==> config.mk <==
export PLATFORM = sky130hd
export DESIGN_NAME = epa_top
export DESIGN_NICKNAME = d
export VERILOG_FILES = /design/src/epa_top.v /design/src/epa_quad.v /design/src/epa_scale.v
export VERILOG_INCLUDE_DIRS = /design/src
export SDC_FILE = /design/constraint.sdc
export NUM_CORES = 1
export LEC_CHECK = 0
export ABC_AREA = 1
export BUFFER_PORTS_ARGS = -buffer_cell sky130_fd_sc_hd__buf_2
export CAP_MARGIN = 10
export CORE_UTILIZATION = 60
export DETAILED_ROUTE_END_ITERATION = 8
export HOLD_SLACK_MARGIN = 0.02
export PLACE_DENSITY = 0.79
export SLEW_MARGIN = 20
export SYNTH_ARGS = -nofsm -noshare
export SYNTH_HDL_FRONTEND = slang
export SYNTH_SLANG_ARGS = --single-unit
export TNS_END_PERCENT = 50
==> constraint.sdc <==
create_clock -name aclk -period 4.7 [get_ports aclk]
set_clock_uncertainty 0.15 [all_clocks]
set_input_delay 0.235 -clock aclk [delete_from_list [all_inputs] [get_ports aclk]]
set_output_delay 0.235 -clock aclk [all_outputs]
set_load 0.005 [all_outputs]
==> src/epa_regs.vh <==
`ifndef EPA_REGS_VH
`define EPA_REGS_VH

// Register indices, byte address is four times the index
`define EPA_ADDR_W 8
`define EPA_IDX_W 6
`define EPA_IDX_CONFIG 6'h38
`define EPA_IDX_POSITION 6'h39
`define EPA_IDX_STEP_CONST 6'h3A
`define EPA_IDX_EVENT_STATUS 6'h3B
`define EPA_IDX_LATCHED_POS 6'h3C
`define EPA_IDX_IRQ_STATUS 6'h3D
`define EPA_IDX_IRQ_MASK 6'h3E

// Reset values
`define EPA_RST_CONFIG 2'h0
`define EPA_RST_POSITION 32'h0000_0000
`define EPA_RST_STEP_CONST 32'h0001_0000
`define EPA_RST_LATCHED_POS 32'h0000_0000
`define EPA_RST_IRQ_MASK 2'h0

// Field positions
`define EPA_CFG_DECIMAL_BIT 0
`define EPA_CFG_INDEX_POL_BIT 1
`define EPA_STAT_INDEX_BIT 0
`define EPA_IRQ_INDEX_BIT 0
`define EPA_IRQ_STEP_ERR_BIT 1

// Fraction arithmetic
`define EPA_MOD_BIN 17'h1_0000
`define EPA_MOD_DEC 17'h0_2710
`define EPA_DEC_FRAC_MAX 16'h270F

// AXI responses
`define EPA_RESP_OKAY 2'h0
`define EPA_RESP_SLVERR 2'h2

`endif

==> src/epa_top.v <==
`timescale 1ns/1ps
`include "epa_regs.vh"
// Contract
// - The step constant is signed, integer in the upper half, fraction in the lower.
// - In binary mode the fraction counts in units of 1/2^16 of a position count.
// - In decimal mode the fraction counts in units of 1/10^4 of a position count.
// - The decimal-select configuration bit picks binary or decimal fraction.
// - The index flag sets on an index event and clears only when software writes 1 to bit 0.
// - An index event copies the position count into the read-only latched register.
// - The position count is signed 32-bit, readable and writable by software.
module epa_top (
    // Clock and reset
    input wire aclk,
    input wire aresetn,
    // AXI4-Lite write address
    input wire [`EPA_ADDR_W-1:0] s_axi_awaddr,
    input wire s_axi_awvalid,
    output wire s_axi_awready,
    // AXI4-Lite write data
    input wire [31:0] s_axi_wdata,
    input wire [3:0] s_axi_wstrb,
    input wire s_axi_wvalid,
    output wire s_axi_wready,
    // AXI4-Lite write response
    output reg [1:0] s_axi_bresp,
    output reg s_axi_bvalid,
    input wire s_axi_bready,
    // AXI4-Lite read address
    input wire [`EPA_ADDR_W-1:0] s_axi_araddr,
    input wire s_axi_arvalid,
    output wire s_axi_arready,
    // AXI4-Lite read data
    output reg [31:0] s_axi_rdata,
    output reg [1:0] s_axi_rresp,
    output reg s_axi_rvalid,
    input wire s_axi_rready,
    // Encoder pins
    input wire enc_a,
    input wire enc_b,
    input wire enc_n,
    // Interrupt
    output wire irq
);
    // Write channel holding
    reg aw_full_reg;
    reg [`EPA_ADDR_W-1:0] aw_addr_reg;
    reg w_full_reg;
    reg [31:0] w_data_reg;
    reg [3:0] w_strb_reg;

    // Block registers
    reg [1:0] config_reg;
    reg [31:0] position_reg;
    reg [15:0] frac_reg;
    reg [31:0] step_const_reg;
    reg event_status_reg;
    reg [31:0] latched_pos_reg;
    reg [1:0] irq_status_reg;
    reg [1:0] irq_mask_reg;

    // Next values
    reg event_status_next;
    reg [1:0] irq_status_next;
    reg [31:0] rd_data_next;
    reg rd_hit_next;

    wire wr_go;
    wire [`EPA_IDX_W-1:0] wr_idx;
    wire [`EPA_IDX_W-1:0] rd_idx;
    wire rd_take;
    wire cfg_we;
    wire pos_we;
    wire const_we;
    wire stat_we;
    wire mask_we;
    wire step_fwd;
    wire step_rev;
    wire step_err;
    wire index_evt;
    wire [31:0] pos_step;
    wire [15:0] frac_step;
    wire [1:0] irq_events;

    function mapped;
        input [`EPA_IDX_W-1:0] idx;
        begin
            case (idx)
                `EPA_IDX_CONFIG,
                `EPA_IDX_POSITION,
                `EPA_IDX_STEP_CONST,
                `EPA_IDX_EVENT_STATUS,
                `EPA_IDX_LATCHED_POS,
                `EPA_IDX_IRQ_STATUS,
                `EPA_IDX_IRQ_MASK:
                    mapped = 1'b1;
                default:
                    mapped = 1'b0;
            endcase
        end
    endfunction

    function [31:0] merge;
        input [31:0] old;
        input [31:0] data;
        input [3:0] strb;
        integer i;
        begin
            merge = old;
            for (i = 0; i < 4; i = i + 1)
            begin
                if (strb[i])
                begin
                    merge[i*8 +: 8] = data[i*8 +: 8];
                end
            end
        end
    endfunction

    // Decoder and arithmetic
    epa_quad u_quad (
        .aclk(aclk),
        .aresetn(aresetn),
        .enc_a(enc_a),
        .enc_b(enc_b),
        .enc_n(enc_n),
        .index_pol(config_reg[`EPA_CFG_INDEX_POL_BIT]),
        .step_fwd(step_fwd),
        .step_rev(step_rev),
        .step_err(step_err),
        .index_evt(index_evt)
    );

    epa_scale u_scale (
        .pos_in(position_reg),
        .frac_in(frac_reg),
        .step_const(step_const_reg),
        .decimal(config_reg[`EPA_CFG_DECIMAL_BIT]),
        .step_fwd(step_fwd),
        .step_rev(step_rev),
        .pos_out(pos_step),
        .frac_out(frac_step)
    );

    // Write path: address and data in either order, one write at a time
    assign s_axi_awready = ~aw_full_reg & ~s_axi_bvalid;
    assign s_axi_wready = ~w_full_reg & ~s_axi_bvalid;
    assign wr_go = aw_full_reg & w_full_reg;
    assign wr_idx = aw_addr_reg[`EPA_IDX_W+1:2];
    assign cfg_we = wr_go & (wr_idx == `EPA_IDX_CONFIG);
    assign pos_we = wr_go & (wr_idx == `EPA_IDX_POSITION);
    assign const_we = wr_go & (wr_idx == `EPA_IDX_STEP_CONST);
    assign stat_we = wr_go & (wr_idx == `EPA_IDX_EVENT_STATUS);
    assign mask_we = wr_go & (wr_idx == `EPA_IDX_IRQ_MASK);

    always @(posedge aclk)
    begin
        if (!aresetn)
        begin
            aw_full_reg <= 1'b0;
            aw_addr_reg <= {`EPA_ADDR_W{1'b0}};
            w_full_reg <= 1'b0;
            w_data_reg <= 32'h0000_0000;
            w_strb_reg <= 4'h0;
            s_axi_bvalid <= 1'b0;
            s_axi_bresp <= `EPA_RESP_OKAY;
        end
        else
        begin
            if (s_axi_awvalid && s_axi_awready)
            begin
                aw_full_reg <= 1'b1;
                aw_addr_reg <= s_axi_awaddr;
            end
            if (s_axi_wvalid && s_axi_wready)
            begin
                w_full_reg <= 1'b1;
                w_data_reg <= s_axi_wdata;
                w_strb_reg <= s_axi_wstrb;
            end
            if (wr_go)
            begin
                aw_full_reg <= 1'b0;
                w_full_reg <= 1'b0;
                s_axi_bvalid <= 1'b1;
                s_axi_bresp <= mapped(wr_idx) ? `EPA_RESP_OKAY : `EPA_RESP_SLVERR;
            end
            else if (s_axi_bready)
            begin
                s_axi_bvalid <= 1'b0;
            end
        end
    end

    // Read path
    assign s_axi_arready = ~s_axi_rvalid;
    assign rd_take = s_axi_arvalid & s_axi_arready;
    assign rd_idx = s_axi_araddr[`EPA_IDX_W+1:2];

    always @*
    begin
        rd_data_next = 32'h0000_0000;
        rd_hit_next = mapped(rd_idx);
        case (rd_idx)
            `EPA_IDX_CONFIG:
                rd_data_next = {30'h0000_0000, config_reg};
            `EPA_IDX_POSITION:
                rd_data_next = position_reg;
            `EPA_IDX_STEP_CONST:
                rd_data_next = step_const_reg;
            `EPA_IDX_EVENT_STATUS:
                rd_data_next = {31'h0000_0000, event_status_reg};
            `EPA_IDX_LATCHED_POS:
                rd_data_next = latched_pos_reg;
            `EPA_IDX_IRQ_STATUS:
                rd_data_next = {30'h0000_0000, irq_status_reg};
            `EPA_IDX_IRQ_MASK:
                rd_data_next = {30'h0000_0000, irq_mask_reg};
            default:
                rd_data_next = 32'h0000_0000;
        endcase
    end

    always @(posedge aclk)
    begin
        if (!aresetn)
        begin
            s_axi_rvalid <= 1'b0;
            s_axi_rdata <= 32'h0000_0000;
            s_axi_rresp <= `EPA_RESP_OKAY;
        end
        else if (rd_take)
        begin
            s_axi_rvalid <= 1'b1;
            s_axi_rdata <= rd_data_next;
            s_axi_rresp <= rd_hit_next ? `EPA_RESP_OKAY : `EPA_RESP_SLVERR;
        end
        else if (s_axi_rready)
        begin
            s_axi_rvalid <= 1'b0;
        end
    end

    // Flags: a new event beats a clear in the same cycle
    assign irq_events = {step_err, index_evt};

    always @*
    begin
        event_status_next = event_status_reg;
        if (stat_we && w_strb_reg[0] && w_data_reg[`EPA_STAT_INDEX_BIT])
        begin
            event_status_next = 1'b0;
        end
        if (index_evt)
        begin
            event_status_next = 1'b1;
        end
        irq_status_next = irq_status_reg;
        if (rd_take && rd_idx == `EPA_IDX_IRQ_STATUS)
        begin
            irq_status_next = 2'h0;
        end
        irq_status_next = irq_status_next | irq_events;
    end

    always @(posedge aclk)
    begin
        if (!aresetn)
        begin
            config_reg <= `EPA_RST_CONFIG;
            position_reg <= `EPA_RST_POSITION;
            frac_reg <= 16'h0000;
            step_const_reg <= `EPA_RST_STEP_CONST;
            event_status_reg <= 1'b0;
            latched_pos_reg <= `EPA_RST_LATCHED_POS;
            irq_status_reg <= 2'h0;
            irq_mask_reg <= `EPA_RST_IRQ_MASK;
        end
        else
        begin
            event_status_reg <= event_status_next;
            irq_status_reg <= irq_status_next;
            if (step_fwd || step_rev)
            begin
                position_reg <= pos_step;
                frac_reg <= frac_step;
            end
            // Remainder is meaningless across a mode change
            if (cfg_we)
            begin
                config_reg <= w_strb_reg[0] ? w_data_reg[1:0] : config_reg;
                frac_reg <= 16'h0000;
            end
            // Software write overrides a step in the same cycle
            if (pos_we)
            begin
                position_reg <= merge(position_reg, w_data_reg, w_strb_reg);
                frac_reg <= 16'h0000;
            end
            if (const_we)
            begin
                step_const_reg <= merge(step_const_reg, w_data_reg, w_strb_reg);
            end
            if (mask_we && w_strb_reg[0])
            begin
                irq_mask_reg <= w_data_reg[1:0];
            end
            if (index_evt)
            begin
                latched_pos_reg <= position_reg;
            end
        end
    end

    assign irq = |(irq_status_reg & irq_mask_reg);
endmodule

==> src/epa_quad.v <==
`timescale 1ns/1ps
`include "epa_regs.vh"
module epa_quad (
    // Clock and reset
    input wire aclk,
    input wire aresetn,
    // Encoder pins
    input wire enc_a,
    input wire enc_b,
    input wire enc_n,
    // Configuration
    input wire index_pol,
    // Decoded events
    output wire step_fwd,
    output wire step_rev,
    output wire step_err,
    output wire index_evt
);
    reg [2:0] sync1_reg;
    reg [2:0] sync2_reg;
    reg [2:0] sync3_reg;
    reg [2:0] filt_reg;
    reg [1:0] ab_prev_reg;
    reg n_prev_reg;
    wire [2:0] agree;
    wire [2:0] filt_next;
    wire [1:0] chg;
    wire n_act;
    wire n_act_prev;

    // A change counts only once stages two and three agree
    assign agree = ~(sync2_reg ^ sync3_reg);
    assign filt_next = (agree & sync2_reg) | (~agree & filt_reg);

    always @(posedge aclk)
    begin
        if (!aresetn)
        begin
            sync1_reg <= 3'h0;
            sync2_reg <= 3'h0;
            sync3_reg <= 3'h0;
            filt_reg <= 3'h0;
            ab_prev_reg <= 2'h0;
            n_prev_reg <= 1'b0;
        end
        else
        begin
            sync1_reg <= {enc_n, enc_b, enc_a};
            sync2_reg <= sync1_reg;
            sync3_reg <= sync2_reg;
            filt_reg <= filt_next;
            ab_prev_reg <= filt_reg[1:0];
            n_prev_reg <= filt_reg[2];
        end
    end

    // Gray step: one channel moves; both moving is a lost step
    assign chg = filt_reg[1:0] ^ ab_prev_reg;
    assign step_fwd = (chg[0] ^ chg[1]) & (filt_reg[0] ^ ab_prev_reg[1]);
    assign step_rev = (chg[0] ^ chg[1]) & ~(filt_reg[0] ^ ab_prev_reg[1]);
    assign step_err = chg[0] & chg[1];

    // Index event on the edge into the active level
    assign n_act = index_pol ? filt_reg[2] : ~filt_reg[2];
    assign n_act_prev = index_pol ? n_prev_reg : ~n_prev_reg;
    assign index_evt = n_act & ~n_act_prev;
endmodule

==> src/epa_scale.v <==
`timescale 1ns/1ps
`include "epa_regs.vh"
module epa_scale (
    // Current position
    input wire [31:0] pos_in,
    input wire [15:0] frac_in,
    // Scaling
    input wire [31:0] step_const,
    input wire decimal,
    // Steps
    input wire step_fwd,
    input wire step_rev,
    // Next position
    output reg [31:0] pos_out,
    output reg [15:0] frac_out
);
    wire [16:0] modulus;
    wire [15:0] cf;
    wire [31:0] ci;
    reg [16:0] sum;
    reg [16:0] dif;
    reg [16:0] tmp;

    // Fraction units are 1/2^16 or 1/10^4 of a count
    assign modulus = decimal ? `EPA_MOD_DEC : `EPA_MOD_BIN;
    // Decimal fraction above 9999 is clamped, one carry then suffices
    assign cf = (decimal && step_const[15:0] > `EPA_DEC_FRAC_MAX) ?
        `EPA_DEC_FRAC_MAX : step_const[15:0];
    // Signed integer half, unsigned fraction half
    assign ci = {{16{step_const[31]}}, step_const[31:16]};

    always @*
    begin
        sum = {1'b0, frac_in} + {1'b0, cf};
        dif = {1'b0, frac_in} - {1'b0, cf};
        tmp = 17'h0_0000;
        pos_out = pos_in;
        frac_out = frac_in;
        if (step_fwd)
        begin
            if (sum >= modulus)
            begin
                tmp = sum - modulus;
                frac_out = tmp[15:0];
                pos_out = pos_in + ci + 32'h0000_0001;
            end
            else
            begin
                frac_out = sum[15:0];
                pos_out = pos_in + ci;
            end
        end
        else if (step_rev)
        begin
            if (dif[16])
            begin
                tmp = dif + modulus;
                frac_out = tmp[15:0];
                pos_out = pos_in - ci - 32'h0000_0001;
            end
            else
            begin
                frac_out = dif[15:0];
                pos_out = pos_in - ci;
            end
        end
    end
endmodule

==> results.py <==
metrics = {
    "clock_network": {
        "clk_pin_slew_ps": 70,
        "cts_tree": "yes",
        "clock_sinks": 214,
        "cts_root_buf": "clkbuf_16",
        "ctsHtreeMaxLevel": 1,
        "cts_made_buffers": 21,
        "clk_latency_ps": 510,
        "clk_path_buf_depth": 3,
    },
    "timing": {
        "setup_viol": 44,
        "slew_viol_final": 0,
        "period_minus_slack_ps": 5190,
        "holdWs_ps": 96.1,
        "final.setup.tns_ps": -14070,
        "max_freq_mhz": 193,
        "rsz0062_at_grt": "yes",
        "tightest_slew_ps": 1140,
        "slew_headroom": 0.237,
        "fin_ws_ps": -491,
        "finalHoldViolations": 0,
        "period_share": 1.10,
    },
    "yosys": {
        "synthTopCellsByArea": "dfxtp_1 23%, nand2_1 17%, inv_1 7.5%, nor2_1 7.5%, ha_1 7.4%",
        "ys_seq_area_frac": 0.227,
        "synth_ff_type": "dfxtp_1",
        "synthCells": 3190,
        "yosys-top-cells-count": "870 x nand2_1, 379 x inv_1, 375 x nor2_1",
        "syn_area_um2": 18900,
        "synth-edff-count": 0,
        "yosys_register_bits": 214,
        "synth_top_area_cell": "dfxtp_1",
        "ys_async_sr_fraction": 0,
        "synth_cell_type_count": 58,
        "synth_top_area_share": 0.227,
        "avgSynthCellArea_um2": 5.92,
        "yosysWarningCount": 0,
        "yosysMostFrequentCell": "nand2_1",
    },
    "pwr": {
        "p_clk_frac": 0.406,
        "p_leak_nw": 10.7,
        "p_per_area_nw_per_um2": 177,
        "p_seq_frac": 0.492,
        "peakVddDrop_mv": 0.291,
        "p_switching_mw": 1.03,
        "power_mw": 3.88,
        "comb_power_share": 0.102,
        "switching_share": 0.266,
        "p_int_mw": 2.85,
    },
    "global_routing": {
        "grt_overflow_total": 0,
        "grt_first_pass_wirelength_um": 109000,
        "first_global_vias": 20300,
        "grt_usage": 0.436,
        "antenna_found_initial": 2,
        "grt_max_degree": 80,
    },
    "route": {
        "wl_per_cell_um": 19.7,
        "firstDrtPassIters": 8,
        "vias": 22900,
        "ant_nets": 0,
        "routed_wl_um": 74100,
        "drt_iter0_markers": 3083,
        "via_per_inst": 6.09,
        "drc": 0,
    },
    "floorplan": {
        "die_area_um2": 32200,
        "rows": 64,
        "die_h_um": 179,
        "start_util": 0.614,
        "die_x_um": 179,
        "core_um2": 30700,
        "pin_count": 104,
    },
    "layout": {
        "layout-drive-gt1-share": 0.153,
        "diodes": 0,
        "layout.nets": 3531,
        "fillCellCount": 2552,
        "postLayoutCellArea_um2": 22000,
        "final_util": 0.715,
        "final_cells": 3760,
        "area_growth_pct": 16.5,
    },
    "worst_setup_path": {
        "endpoint_kind": "register",
        "worst-setup-path-type": "register to register",
        "r2r-start": "step_const_reg[7]",
        "crit_start": "step_const_reg[7]",
        "cp-start-kind": "register",
        "required_ps": 4990,
        "arrival_ps": 5480,
        "cp_max_fo": 8,
    },
    "status": {
        "status": "finished with violations",
        "failed_checks": "negative setup slack",
    },
    "run": {
        "maxCapViolCount": 0,
    },
    "place": {
        "dpl_cell_area_um2": 19800,
        "dpl.hpwl_um": 54600,
        "dp.cells": 3635,
        "place.port_buffers": 97,
        "globalplace.congestion": 1.08,
        "post-place-ws_ps": -136,
    },
    "min_path": {
        "hp-start": "s_axi_araddr[7]",
        "min-delay-path-class": "primary input to register",
    },
}
-- power by group through the flow --
stage | clock network [mW] | registers [mW] | logic (mW)
2_1_floorplan | 0 | 1.92 | 0.238
3_3_place_gp | 0 | 1.94 | 0.329
3_5_place_dp | 0 | 1.95 | 0.338
4_1_cts | 1.57 | 1.91 | 0.372
5_1_grt | 1.64 | 1.91 | 0.436
6_report | 1.58 | 1.91 | 0.396
-- metal layers --
layer,part of all wire,global-route usage,vias to the layer above,wire [µm]
met5,0,0,-,0
met4,0.066,0.225,0,4870
met3,0.11,0.0865,325,8390
met2,0.43,0.694,1486,32000
met1,0.39,0.556,10500,28800
li1,-,-,10600,-
-- worst paths after layout --
check                   endpoint  slack, ps  cells past startpoint
max             position_reg[10]       -490                     27
max reg2reg     position_reg[10]       -490                     27
min reg2reg  u_quad.sync2_reg[2]        260                      2
min               s_axi_rresp[1]        100                      6
-- kinds of logic after synthesis --
group           after synthesis  share of synthesized area
compound gates              576                      0.168
xor+xnor                     39                     0.0199
fa+ha+maj                   115                     0.0778
buf+inv                     538                      0.116
flops                       214                      0.227
other cells                   1                   0.000199
simple gates               1707                      0.391
-- worst max-delay path, cell delays in order, from the launching register on --
cell	delay (ps)
dfxtp_1	300
inv_1	80
nand4_1	160
a41oi_2	190
o211ai_1	100
nand2_1	140
clkinvlp_4	150
buf_12	160
nor2_4	90
inv_2	50
ha_4	290
buf_4	120
nand2_2	50
nand2_2	100
and2_1	220
xor2_1	160
inv_1	90
ha_1	330
nand2_1	60
nor3_1	680
nand4_1	310
nand3_4	300
buf_4	160
buf_4	100
nand2_1	50
a21oi_1	250
o22ai_1	120
a21oi_1	140
-- cells in the final DEF, fill, tap and decap left out, drive strengths merged, types with 4 or more instances in the layout --
cell | netlist | layout
nand3 | 258 | 259
and2 | 4 | 4
a21oi | 219 | 219
a21o | 6 | 6
xor2 | 34 | 34
fa | 4 | 4
clkbuf | 64 | 29
nand2 | 924 | 924
buf | 55 | 208
xnor2 | 5 | 5
ha | 111 | 111
o21ai | 267 | 267
or2 | 10 | 10
nor2 | 410 | 410
nand4 | 55 | 55
o211ai | 35 | 35
inv | 414 | 416
nand3b | 9 | 9
clkinv | 5 | 8
nor3 | 34 | 34
dfxtp | 214 | 214
a31oi | 14 | 14
o21bai | 15 | 15
dlygate4sd3 | 0 | 48
-- what timing repair did --
item,in CTS,in global routing
buffers inserted,6,34
pin swaps,11,54
cloned,1,3
setup endpoints to repair,28,44
endpoints found under the hold margin,47,0
hold buffers,48,0
gates resized for setup,40,127
-- cell type report --
class                           count  area, µm²  area share
Multi-Input combinational cell   2440      13100       0.594
Sequential cell                   214       4290       0.195
Timing Repair Buffer              258       1960      0.0890
Inverter                          419       1590      0.0724
Clock buffer                       27        568      0.0258
Tap cell                          396        495      0.0225
Clock inverter                      6       41.3     0.00188
(Power assumes the default switching activity.)
